<file path="src/mrs_ctrl_pkg.sv">
// Constants for the mode register set controller.
// Assumes a DDR3-style command bus on the far side and AXI4-Lite toward software.
package mrs_ctrl_pkg;
    // AXI4-Lite register byte offsets
    localparam logic [7:0] OFF_CTRL    = 8'h00;
    localparam logic [7:0] OFF_MODE0   = 8'h04;
    localparam logic [7:0] OFF_MODE1   = 8'h08;
    localparam logic [7:0] OFF_STATUS  = 8'h0c;
    localparam logic [7:0] OFF_SHADOW0 = 8'h10;
    localparam logic [7:0] OFF_SHADOW1 = 8'h14;
    // Control register bit positions
    localparam int CTRL_GO_BIT       = 0;
    localparam int CTRL_SEL_LO       = 1;
    localparam int CTRL_SEL_HI       = 3;
    localparam int CTRL_IDLE_OK_BIT  = 4;
    localparam int CTRL_FORCE_DLL    = 5;
    // Status bit positions
    localparam int ST_BUSY_BIT       = 0;
    localparam int ST_MRD_BIT        = 1;
    localparam int ST_MOD_BIT        = 2;
    localparam int ST_DLLK_BIT       = 3;
    localparam int ST_ERR_BIT        = 4;
    // Mode register 0 field positions
    localparam int M0_BL_LO          = 0;
    localparam int M0_BL_HI          = 1;
    localparam int M0_BT_BIT         = 3;
    localparam int M0_CL_LO          = 4;
    localparam int M0_CL_HI          = 6;
    localparam int M0_DLLRST_BIT     = 8;
    localparam int M0_WR_LO          = 9;
    localparam int M0_WR_HI          = 11;
    localparam int M0_PPD_BIT        = 12;
    // Mode register 1 field positions
    localparam int M1_DLLEN_BIT      = 0;
    localparam int M1_WL_BIT         = 7;
    localparam int M1_QOFF_BIT       = 12;
    // Bank address selecting each mode register
    localparam logic [2:0] BA_MODE0  = 3'h0;
    localparam logic [2:0] BA_MODE1  = 3'h1;
    localparam logic [2:0] BA_MODE2  = 3'h2;
    // Reset values
    localparam logic [15:0] MODE0_RST = 16'h0000;
    localparam logic [15:0] MODE1_RST = 16'h0000;
    // Command encodings {cs_n, ras_n, cas_n, we_n}
    localparam logic [3:0] CMD_MRS   = 4'h0;
    localparam logic [3:0] CMD_NOP   = 4'h7;
    localparam logic [3:0] CMD_DES   = 4'h8;
    // Timing counts in clocks
    localparam int TMRD_CK           = 4;
    localparam int TMOD_CK           = 12;
    localparam int TDLLK_CK          = 512;
    // Pin synchroniser depth
    localparam int SYNC_STAGES       = 3;
endpackage

</file>
<file path="src/mrs_ctrl.sv">
// Controller that programs the memory mode registers through MRS commands.
// Assumes software on AXI4-Lite; the memory's command pins are driven directly.
// Contract
// Device keeps register until rewritten or reset
// Every MRS carries the complete register value; an MRS to mode register 2 carries mode1_reg
// MRS only when banks idle and precharged; idle_ok_reg lets an MRS issue while banks_idle is low
// Wait tMRD before another MRS
// Only NOP or DES until tMOD
// Mode 0 bit 3 selects burst ordering
// Mode 0 bits 1:0 select burst length
// Burst wraps within aligned column block
// Read order starts at column low bits
// Write order ignores low start bits
// Chopped reads tri-state trailing four beats
// Chopped bursts start internally like full bursts
// DLL reset bit self-clears after start
// Wait 512 clocks after DLL reset before READ
// Write recovery code 5 to 12 cycles
// Mode 0 bit 12 sets power-down DLL
// CAS latency 5, 6, 8, 10
// DLL enable should be followed by reset
// DLL follows self refresh entry and exit
// DLL off restricts ODT and latency
// Mode 1 bits 5:1 set drive impedance
// Calibration updates do not disturb operation
// Mode 1 bit 7 enables write leveling
// Mode 1 bit 12 disables outputs
// Mode 1 bits 4:3 set additive latency
// Bank address picks the target register
// Device loads register in single cycle
`timescale 1ns/1ns
`default_nettype none
module mrs_ctrl #(
    parameter int DLLK_CYCLES = mrs_ctrl_pkg::TDLLK_CK
) (
    // Clock and reset
    input  wire logic        aclk,
    input  wire logic        aresetn,
    // AXI4-Lite write address
    input  wire logic [7:0]  s_axi_awaddr,
    input  wire logic        s_axi_awvalid,
    output logic             s_axi_awready,
    // AXI4-Lite write data
    input  wire logic [31:0] s_axi_wdata,
    input  wire logic [3:0]  s_axi_wstrb,
    input  wire logic        s_axi_wvalid,
    output logic             s_axi_wready,
    // AXI4-Lite write response
    output logic [1:0]       s_axi_bresp,
    output logic             s_axi_bvalid,
    input  wire logic        s_axi_bready,
    // AXI4-Lite read address
    input  wire logic [7:0]  s_axi_araddr,
    input  wire logic        s_axi_arvalid,
    output logic             s_axi_arready,
    // AXI4-Lite read data
    output logic [31:0]      s_axi_rdata,
    output logic [1:0]       s_axi_rresp,
    output logic             s_axi_rvalid,
    input  wire logic        s_axi_rready,
    // Bank idle indication from the scheduler, asynchronous
    input  wire logic        banks_idle,
    // Memory command pins
    output logic             mem_cs_n,
    output logic             mem_ras_n,
    output logic             mem_cas_n,
    output logic             mem_we_n,
    output logic [2:0]       mem_ba,
    output logic [15:0]      mem_addr,
    // Gates for the scheduler
    output logic             cmd_allowed,
    output logic             read_allowed
);
    typedef enum logic [3:0] {
        ST_IDLE  = 4'b0001,
        ST_WAIT  = 4'b0010,
        ST_ISSUE = 4'b0100,
        ST_HOLD  = 4'b1000
    } mrs_state_e;

    mrs_state_e   state_reg;
    mrs_state_e   state_next;
    logic [15:0]  mode0_reg;
    logic [15:0]  mode1_reg;
    logic [15:0]  shadow0_reg;
    logic [15:0]  shadow1_reg;
    logic [2:0]   sel_reg;
    logic         pend_reg;
    logic         idle_ok_reg;
    logic         err_reg;
    logic         dll_pend_reg;
    logic [2:0]   idle_sync_reg;
    logic         idle_stable_reg;
    logic         aw_done_reg;
    logic         w_done_reg;
    logic [7:0]   awaddr_reg;
    logic [31:0]  wdata_reg;
    logic [3:0]   wstrb_reg;
    logic         bvalid_reg;
    logic         rvalid_reg;
    logic [31:0]  rdata_reg;
    logic [3:0]   cmd_reg;
    logic [2:0]   ba_reg;
    logic [15:0]  addr_reg;
    logic         mrd_done;
    logic         mod_done;
    logic         dllk_done;
    logic         issue;
    logic         wr_fire;
    logic         rd_fire;
    logic         go_wr;
    logic [15:0]  issue_val;
    logic [15:0]  dll_rst_mask;
    logic         dll_rst_sent;
    logic         dll_en_sent;
    logic         sel_ok;

    // Merge byte lanes of a write into a 16-bit register value
    function automatic logic [15:0] merge16(input logic [15:0] old, input logic [31:0] d, input logic [3:0] s);
        merge16 = {s[1] ? d[15:8] : old[15:8], s[0] ? d[7:0] : old[7:0]};
    endfunction

    // Three-stage pin synchroniser; stages two and three must agree
    always_ff @(posedge aclk) begin
        if (!aresetn) begin
            idle_sync_reg   <= 3'h0;
            idle_stable_reg <= 1'b0;
        end else begin
            idle_sync_reg <= {idle_sync_reg[1:0], banks_idle};
            if (idle_sync_reg[1] == idle_sync_reg[2]) begin
                idle_stable_reg <= idle_sync_reg[2];
            end
        end
    end

    // AXI4-Lite write channel: address and data in either order
    assign s_axi_awready = !aw_done_reg && !bvalid_reg;
    assign s_axi_wready  = !w_done_reg && !bvalid_reg;
    assign wr_fire       = (aw_done_reg || (s_axi_awvalid && s_axi_awready))
                         && (w_done_reg || (s_axi_wvalid && s_axi_wready));
    assign s_axi_bvalid  = bvalid_reg;
    assign s_axi_bresp   = 2'h0;

    always_ff @(posedge aclk) begin
        if (!aresetn) begin
            aw_done_reg <= 1'b0;
            w_done_reg  <= 1'b0;
            bvalid_reg  <= 1'b0;
            awaddr_reg  <= 8'h00;
            wdata_reg   <= 32'h0000_0000;
            wstrb_reg   <= 4'h0;
        end else begin
            if (s_axi_awvalid && s_axi_awready) begin
                awaddr_reg <= s_axi_awaddr;
            end
            if (s_axi_wvalid && s_axi_wready) begin
                wdata_reg <= s_axi_wdata;
                wstrb_reg <= s_axi_wstrb;
            end
            aw_done_reg <= wr_fire ? 1'b0 : (aw_done_reg || (s_axi_awvalid && s_axi_awready));
            w_done_reg  <= wr_fire ? 1'b0 : (w_done_reg || (s_axi_wvalid && s_axi_wready));
            bvalid_reg  <= wr_fire || (bvalid_reg && !s_axi_bready);
        end
    end

    // Effective write payload, either just taken or held
    logic [7:0]  eff_addr;
    logic [31:0] eff_data;
    logic [3:0]  eff_strb;
    assign eff_addr = aw_done_reg ? awaddr_reg : s_axi_awaddr;
    assign eff_data = w_done_reg ? wdata_reg : s_axi_wdata;
    assign eff_strb = w_done_reg ? wstrb_reg : s_axi_wstrb;
    assign go_wr    = wr_fire && eff_addr == mrs_ctrl_pkg::OFF_CTRL && eff_strb[0]
                    && eff_data[mrs_ctrl_pkg::CTRL_GO_BIT];

    // Only mode registers 0, 1 and 2 targets are accepted
    assign sel_ok = eff_data[mrs_ctrl_pkg::CTRL_SEL_HI:mrs_ctrl_pkg::CTRL_SEL_LO] <= mrs_ctrl_pkg::BA_MODE2;

    // Software-side registers
    always_ff @(posedge aclk) begin
        if (!aresetn) begin
            mode0_reg   <= mrs_ctrl_pkg::MODE0_RST;
            mode1_reg   <= mrs_ctrl_pkg::MODE1_RST;
            sel_reg     <= 3'h0;
            idle_ok_reg <= 1'b0;
            pend_reg    <= 1'b0;
            err_reg     <= 1'b0;
        end else begin
            if (wr_fire && eff_addr == mrs_ctrl_pkg::OFF_MODE0) begin
                mode0_reg <= merge16(mode0_reg, eff_data, eff_strb);
            end
            if (wr_fire && eff_addr == mrs_ctrl_pkg::OFF_MODE1) begin
                mode1_reg <= merge16(mode1_reg, eff_data, eff_strb);
            end
            if (wr_fire && eff_addr == mrs_ctrl_pkg::OFF_CTRL && eff_strb[0]) begin
                idle_ok_reg <= eff_data[mrs_ctrl_pkg::CTRL_IDLE_OK_BIT];
            end
            // A new request in the issue cycle is refused and flagged, since pend_reg is still set
            if (go_wr && sel_ok && !pend_reg) begin
                sel_reg  <= eff_data[mrs_ctrl_pkg::CTRL_SEL_HI:mrs_ctrl_pkg::CTRL_SEL_LO];
                pend_reg <= 1'b1;
            end else if (issue) begin
                pend_reg <= 1'b0;
            end
            // Error sets win over a status read clear
            if (go_wr && (!sel_ok || pend_reg)) begin
                err_reg <= 1'b1;
            end else if (rd_fire && s_axi_araddr == mrs_ctrl_pkg::OFF_STATUS) begin
                err_reg <= 1'b0;
            end
        end
    end

    // Spacing timers
    mrs_spacing_timer #(.W(10)) u_mrd (
        .aclk    (aclk),
        .aresetn (aresetn),
        .load    (issue),
        .count   (10'(mrs_ctrl_pkg::TMRD_CK - 1)),
        .done    (mrd_done)
    );
    mrs_spacing_timer #(.W(10)) u_mod (
        .aclk    (aclk),
        .aresetn (aresetn),
        .load    (issue),
        .count   (10'(mrs_ctrl_pkg::TMOD_CK - 1)),
        .done    (mod_done)
    );
    // Full count: no hold state follows this timer, so a read launched at once is still late enough
    mrs_spacing_timer #(.W(10)) u_dllk (
        .aclk    (aclk),
        .aresetn (aresetn),
        .load    (dll_rst_sent),
        .count   (10'(DLLK_CYCLES)),
        .done    (dllk_done)
    );

    // Sequencer
    always_comb begin
        state_next = state_reg;
        case (state_reg)
            ST_IDLE:  state_next = pend_reg ? ST_WAIT : ST_IDLE;
            ST_WAIT:  state_next = (mrd_done && mod_done && (idle_stable_reg || idle_ok_reg)) ? ST_ISSUE : ST_WAIT;
            ST_ISSUE: state_next = ST_HOLD;
            ST_HOLD:  state_next = mod_done ? ST_IDLE : ST_HOLD;
            default:  state_next = ST_IDLE;
        endcase
    end
    assign issue = state_reg == ST_ISSUE;

    // Whole register value goes out each time, mode1_reg for a mode 2 target; mode 0 forces DLL reset after a DLL enable
    assign dll_rst_mask = 16'h0001 << mrs_ctrl_pkg::M0_DLLRST_BIT;
    assign issue_val = (sel_reg == mrs_ctrl_pkg::BA_MODE0)
                     ? (mode0_reg | (dll_pend_reg ? dll_rst_mask : 16'h0000)) : mode1_reg;
    assign dll_rst_sent = issue && sel_reg == mrs_ctrl_pkg::BA_MODE0 && issue_val[mrs_ctrl_pkg::M0_DLLRST_BIT];
    assign dll_en_sent  = issue && sel_reg == mrs_ctrl_pkg::BA_MODE1 && mode1_reg[mrs_ctrl_pkg::M1_DLLEN_BIT];

    always_ff @(posedge aclk) begin
        if (!aresetn) begin
            state_reg    <= ST_IDLE;
            cmd_reg      <= mrs_ctrl_pkg::CMD_NOP;
            ba_reg       <= 3'h0;
            addr_reg     <= 16'h0000;
            shadow0_reg  <= mrs_ctrl_pkg::MODE0_RST;
            shadow1_reg  <= mrs_ctrl_pkg::MODE1_RST;
            dll_pend_reg <= 1'b0;
        end else begin
            state_reg <= state_next;
            cmd_reg   <= issue ? mrs_ctrl_pkg::CMD_MRS : mrs_ctrl_pkg::CMD_NOP;
            if (issue) begin
                ba_reg   <= sel_reg;
                addr_reg <= issue_val;
            end
            // Shadow mirrors what the device holds; DLL reset bit is not retained
            if (issue && sel_reg == mrs_ctrl_pkg::BA_MODE0) begin
                shadow0_reg <= issue_val & ~dll_rst_mask;
            end
            if (issue && sel_reg == mrs_ctrl_pkg::BA_MODE1) begin
                shadow1_reg <= issue_val;
            end
            if (dll_en_sent) begin
                dll_pend_reg <= 1'b1;
            end else if (dll_rst_sent) begin
                dll_pend_reg <= 1'b0;
            end
        end
    end

    assign {mem_cs_n, mem_ras_n, mem_cas_n, mem_we_n} = cmd_reg;
    assign mem_ba       = ba_reg;
    assign mem_addr     = addr_reg;
    assign cmd_allowed  = mod_done && state_reg != ST_HOLD && state_reg != ST_ISSUE;
    assign read_allowed = cmd_allowed && dllk_done;

    // AXI4-Lite read channel
    assign s_axi_arready = !rvalid_reg;
    assign rd_fire       = s_axi_arvalid && s_axi_arready;
    assign s_axi_rvalid  = rvalid_reg;
    assign s_axi_rdata   = rdata_reg;
    assign s_axi_rresp   = 2'h0;

    logic [31:0] rd_mux;
    assign rd_mux =
        (s_axi_araddr == mrs_ctrl_pkg::OFF_CTRL)    ? {27'h0, idle_ok_reg, sel_reg, pend_reg} :
        (s_axi_araddr == mrs_ctrl_pkg::OFF_MODE0)   ? {16'h0, mode0_reg} :
        (s_axi_araddr == mrs_ctrl_pkg::OFF_MODE1)   ? {16'h0, mode1_reg} :
        (s_axi_araddr == mrs_ctrl_pkg::OFF_STATUS)  ? {27'h0, err_reg, dllk_done, mod_done, mrd_done,
                                                      state_reg != ST_IDLE || pend_reg} :
        (s_axi_araddr == mrs_ctrl_pkg::OFF_SHADOW0) ? {16'h0, shadow0_reg} :
        (s_axi_araddr == mrs_ctrl_pkg::OFF_SHADOW1) ? {16'h0, shadow1_reg} : 32'h0000_0000;

    always_ff @(posedge aclk) begin
        if (!aresetn) begin
            rvalid_reg <= 1'b0;
            rdata_reg  <= 32'h0000_0000;
        end else begin
            if (rd_fire) begin
                rdata_reg <= rd_mux;
            end
            rvalid_reg <= rd_fire || (rvalid_reg && !s_axi_rready);
        end
    end

    // Assertions
    int unsigned since_mrs;
    always_ff @(posedge aclk) begin
        if (!aresetn) begin
            since_mrs <= 1000;
        end else if (cmd_reg == mrs_ctrl_pkg::CMD_MRS) begin
            since_mrs <= 1;
        end else if (since_mrs < 1000) begin
            since_mrs <= since_mrs + 1;
        end
    end
endmodule
`default_nettype wire

</file>
<file path="src/mrs_spacing_timer.sv">
// Down-counter used for command spacing after a mode register set.
// Assumes load and count are from logic on aclk.
`timescale 1ns/1ns
`default_nettype none
module mrs_spacing_timer #(
    parameter int W = 10
) (
    // Clock and reset
    input  wire logic         aclk,
    input  wire logic         aresetn,
    // Control
    input  wire logic         load,
    input  wire logic [W-1:0] count,
    // Status
    output logic              done
);
    logic [W-1:0] cnt_reg;
    logic [W-1:0] cnt_next;

    assign cnt_next = load ? count : (cnt_reg != '0 ? cnt_reg - W'(1) : cnt_reg);
    assign done     = (cnt_reg == '0) && !load;

    always_ff @(posedge aclk) begin
        if (!aresetn) begin
            cnt_reg <= '0;
        end else begin
            cnt_reg <= cnt_next;
        end
    end
endmodule
`default_nettype wire

</file>
<file path="config.mk">
export PLATFORM = sky130hd
export DESIGN_NAME = mrs_ctrl
export DESIGN_NICKNAME = d
export VERILOG_FILES = /design/src/mrs_ctrl_pkg.sv /design/src/mrs_ctrl.sv /design/src/mrs_spacing_timer.sv
export SDC_FILE = /design/constraint.sdc
export NUM_CORES = 1
export LEC_CHECK = 0
export ABC_AREA = 1
export BUFFER_PORTS_ARGS = -buffer_cell sky130_fd_sc_hd__buf_4
export CORE_UTILIZATION = 55
export CTS_CLUSTER_DIAMETER = 120
export DETAILED_ROUTE_END_ITERATION = 6
export PLACE_DENSITY_LB_ADDON = 0.12
export REMOVE_ABC_BUFFERS = 1
export SYNTH_ARGS = -nofsm -noshare
export SYNTH_HDL_FRONTEND = slang
export SYNTH_SLANG_ARGS = --single-unit
</file>
<file path="constraint.sdc">
create_clock -name aclk -period 4.75 [get_ports aclk]
set_input_delay 0.475 -clock aclk [delete_from_list [all_inputs] [get_ports aclk]]
set_output_delay 0.475 -clock aclk [all_outputs]
set_load 0.005 [all_outputs]
</file>
==> flow_results.xml <==
<?xml version="1.0" encoding="UTF-8"?>
<metrics>
  <group name="run_status">
    <metric name="run_status" unit="">complete, no violations</metric>
  </group>
  <group name="route">
    <metric name="ant_nets" unit="">0</metric>
    <metric name="num_vias" unit="">6909</metric>
    <metric name="drt-wirelength-per-cell" unit="um">13.57</metric>
    <metric name="wl" unit="mm">18.18</metric>
    <metric name="drcViolationCount" unit="">0</metric>
    <metric name="dr.first_iter.drc_count" unit="">424</metric>
    <metric name="detail_route.first_pass.iterations" unit="">5</metric>
    <metric name="vias_per_cell" unit="">5.156</metric>
  </group>
  <group name="global_route">
    <metric name="largest_net_degree_at_the_start_of_global_routing" unit="">69</metric>
    <metric name="number_of_global_route_vias_before_repair" unit="">6037</metric>
    <metric name="grt_pass1_wl" unit="mm">29.39</metric>
    <metric name="grt.overflow.total" unit="">0</metric>
    <metric name="globalRouteTotalUtil" unit="">0.2547</metric>
    <metric name="antenna_found_initial" unit="">0</metric>
  </group>
  <group name="synth">
    <metric name="syn_area_per_cell" unit="um2">7.199</metric>
    <metric name="yosysWarningCount" unit="">0</metric>
    <metric name="predominant_post_synthesis_flop_cell" unit="">sky130_fd_sc_hd__dfxtp_1</metric>
    <metric name="ys_async_sr_fraction" unit="">0</metric>
    <metric name="synth.top_cell.area_share" unit="">0.4447</metric>
    <metric name="synth_sequential_area_ratio" unit="">0.4447</metric>
    <metric name="synth_cells" unit="">1088</metric>
    <metric name="yosys.area.top_type" unit="">sky130_fd_sc_hd__dfxtp_1</metric>
    <metric name="synth_cell_types" unit="">37</metric>
    <metric name="post_synth_instance_area" unit="mm2">0.007833</metric>
    <metric name="synth-seq-cells" unit="">174</metric>
    <metric name="count_of_flip_flops_with_a_built_in_enable_after_synthesis" unit="">0</metric>
    <metric name="synthTopCellsByArea" unit="">sky130_fd_sc_hd__dfxtp_1 (44%), sky130_fd_sc_hd__o21ai_0 (9.3%), sky130_fd_sc_hd__a21oi_1 (8.2%)</metric>
  </group>
  <group name="critical_path">
    <metric name="critical_path_class" unit="">reg -&gt; out</metric>
    <metric name="worst_ep_required_time" unit="ns">4.28</metric>
    <metric name="endpoint_kind" unit="">primary output</metric>
    <metric name="startpoint_type" unit="">flip-flop</metric>
    <metric name="timing.critical_path.arrival" unit="ns">2.57</metric>
    <metric name="path_max_fanout" unit="">32</metric>
  </group>
  <group name="clock_network">
    <metric name="tritoncts" unit="">built</metric>
    <metric name="numCtsBuffers" unit="">17</metric>
    <metric name="worst_skew_pair.late_latency" unit="ns">0.43</metric>
    <metric name="clock_tree.root_cell" unit="">sky130_fd_sc_hd__clkbuf_16</metric>
    <metric name="post_cts_hold_buffer_count" unit="">0</metric>
    <metric name="cts.sinks" unit="">174</metric>
    <metric name="clk_transition_reported_paths" unit="ns">0.07</metric>
    <metric name="cts_setup_buffers" unit="">0</metric>
    <metric name="cts_resized" unit="">0</metric>
    <metric name="h-tree-depth" unit="">4</metric>
    <metric name="clock_path_buffers" unit="">2</metric>
  </group>
  <group name="timing">
    <metric name="maxSlewViolCount" unit="">0</metric>
    <metric name="final-setup-viol-count" unit="">0</metric>
    <metric name="grt_setup_unrepaired" unit="">no</metric>
    <metric name="timing.final.ws_setup" unit="ns">1.706</metric>
    <metric name="post_route_fraction_of_the_period_consumed_by_the_critical_path" unit="">0.6408</metric>
    <metric name="finalCriticalPeriod" unit="ns">3.044</metric>
    <metric name="number_of_endpoints_with_negative_hold_slack_in_the_final_report" unit="">0</metric>
    <metric name="timing_worst_slew_pin_value" unit="ns">1.072</metric>
    <metric name="fmax" unit="MHz">328.5</metric>
    <metric name="worst_clock_skew" unit="ns">0.008330</metric>
    <metric name="setup-tns-final" unit="ns">0</metric>
    <metric name="relSlewSlack" unit="">0.2845</metric>
    <metric name="holdWs" unit="ns">0.2538</metric>
  </group>
  <group name="place">
    <metric name="placement.cell_area" unit="mm2">0.008379</metric>
    <metric name="place.port_buffers" unit="">86</metric>
    <metric name="finalWeightedCongestion" unit="">0.8091</metric>
    <metric name="post_placement_setup_slack" unit="ns">2.102</metric>
    <metric name="hpwl" unit="mm">12.19</metric>
  </group>
  <group name="floorplan">
    <metric name="floorplan.io_pins" unit="">126</metric>
    <metric name="placementRows" unit="">43</metric>
    <metric name="floorplan.initialDensity" unit="">0.5643</metric>
    <metric name="die_span_x" unit="um">121.3</metric>
    <metric name="floorplan.die.height" unit="um">121.3</metric>
    <metric name="die-area" unit="mm2">0.01472</metric>
    <metric name="placeable_core_region" unit="mm2">0.01388</metric>
  </group>
  <group name="power">
    <metric name="power_frac_clock" unit="">0.376</metric>
    <metric name="peakVddDrop" unit="V">0.0002643</metric>
    <metric name="sequentialPowerShare" unit="">0.415</metric>
    <metric name="swShare" unit="">0.2997</metric>
    <metric name="power.switching" unit="mW">1.222</metric>
    <metric name="combinationalPowerShare" unit="">0.209</metric>
    <metric name="power.total" unit="mW">4.076</metric>
    <metric name="p_per_area" unit="mW/mm2">451.7</metric>
    <metric name="cell_internal_pwr" unit="mW">2.854</metric>
    <metric name="total_leakage_power" unit="nW">3.742</metric>
  </group>
  <group name="worst_hold_path">
    <metric name="holdCritPathClass" unit="">in -&gt; reg</metric>
  </group>
  <group name="final_layout">
    <metric name="layout-drive-gt1-share" unit="">0.1241</metric>
    <metric name="fillers" unit="">1299</metric>
    <metric name="multi_input_area" unit="mm2">0.003470</metric>
    <metric name="number_of_nets_at_the_end_of_the_flow" unit="">1212</metric>
    <metric name="sequential_cell_area" unit="mm2">0.003483</metric>
    <metric name="syn2layout_area_growth" unit="%">15.21</metric>
    <metric name="antenna_cells_inserted" unit="">0</metric>
    <metric name="design_area" unit="mm2">0.009024</metric>
    <metric name="layout.cells.most_common_list" unit="">sky130_fd_sc_hd__dfxtp_1 (174), sky130_fd_sc_hd__nand2_1 (169), sky130_fd_sc_hd__o21ai_0 (145)</metric>
    <metric name="layout.cells.most_common" unit="">sky130_fd_sc_hd__dfxtp_1</metric>
  </group>
  <group name="flow_run">
    <metric name="maxCapViolations" unit="">0</metric>
  </group>
</metrics>
[cell families (layout without fill, tap and decap cells)]
group	count (synthesis)	in the layout	share of synthesized area
fa+ha+maj	5	5	0.007987
xor+xnor	8	8	0.008946
buf+inv	211	263	0.1219
compound gates	316	316	0.2102
flops	174	174	0.4447
other cells	1	21	0.0004788
simple gates	373	373	0.2058
[stage by stage]
stage,util,std cells
2_1_floorplan,-,1039
3_3_place_gp,0.6037,1308
3_5_place_dp,0.6037,1308
4_1_cts,0.6501,1340
5_1_grt,0.6501,1340
6_report,0.6501,1340
[cell usage after synthesis, types with 3 or more instances]
| cell type | instances |
|---|---|
| sky130_fd_sc_hd__nand2_2 | 8 |
| sky130_fd_sc_hd__nor2_2 | 3 |
| sky130_fd_sc_hd__nand4_1 | 7 |
| sky130_fd_sc_hd__dfxtp_1 | 174 |
| sky130_fd_sc_hd__xnor2_1 | 3 |
| sky130_fd_sc_hd__o21ai_1 | 16 |
| sky130_fd_sc_hd__buf_4 | 27 |
| sky130_fd_sc_hd__ha_1 | 5 |
| sky130_fd_sc_hd__o21ai_0 | 145 |
| sky130_fd_sc_hd__nand3b_1 | 3 |
| sky130_fd_sc_hd__buf_2 | 7 |
| sky130_fd_sc_hd__nand3_1 | 44 |
| sky130_fd_sc_hd__nand2_1 | 169 |
| sky130_fd_sc_hd__nor2_4 | 5 |
| sky130_fd_sc_hd__xor2_1 | 5 |
| sky130_fd_sc_hd__inv_2 | 4 |
| sky130_fd_sc_hd__clkbuf_1 | 28 |
| sky130_fd_sc_hd__nor2_1 | 106 |
| sky130_fd_sc_hd__inv_1 | 138 |
| sky130_fd_sc_hd__a211oi_1 | 15 |
| sky130_fd_sc_hd__a21oi_1 | 129 |
| sky130_fd_sc_hd__nor3_1 | 20 |
| sky130_fd_sc_hd__buf_6 | 7 |
[cell type report]
class,count,area share
inverters,142,0.05907
repair buffers,89,0.07404
multi-input cells,723,0.3845
clock buffers,19,0.04798
well taps,180,0.02496
flip-flops and latches,174,0.3860
clock inverters,13,0.02343
[worst max-delay path: stages, from the launching register on]
cell                      delay [ns]
sky130_fd_sc_hd__dfxtp_1        0.34
sky130_fd_sc_hd__nor2_1         0.13
sky130_fd_sc_hd__nand2_1        0.61
sky130_fd_sc_hd__nor2_1         0.53
sky130_fd_sc_hd__nand2_1        0.15
sky130_fd_sc_hd__nand2_1        0.15
sky130_fd_sc_hd__nor3_1         0.07
sky130_fd_sc_hd__buf_4          0.16
[metal layers]
layer / up-vias / routed length [um] / GRT usage
met5: - / 0 / 0
met4: 0 / 149 / 0.05478
met3: 15 / 835 / 0.04981
met2: 158 / 8371 / 0.4105
met1: 3117 / 8827 / 0.3514
li1: 3619 / - / -
[power groups by stage]
stage                     Clock [mW]  Combinational [mW]  Sequential, mW
after floorplan                    0               0.643            1.70
after detailed placement           0               0.850            1.72
final                           1.53               0.851            1.69
after CTS                       1.55               0.853            1.69
after global placement             0               0.829            1.72
after global routing            1.61               0.969            1.71
[final timing paths]
| path | startpoint | slack, ns | to | cells past startpoint |
|---|---|---|---|---|
| min reg2reg | idle_sync_reg[0] | 0.43 | idle_sync_reg[1] | 2 |
| max | sel_reg[1] | 1.71 | read_allowed | 7 |
| max reg2reg | sel_reg[0] | 2.07 | shadow0_reg[15] | 6 |
| min | banks_idle | 0.25 | idle_sync_reg[0] | 3 |
(Power assumes the default switching activity.)
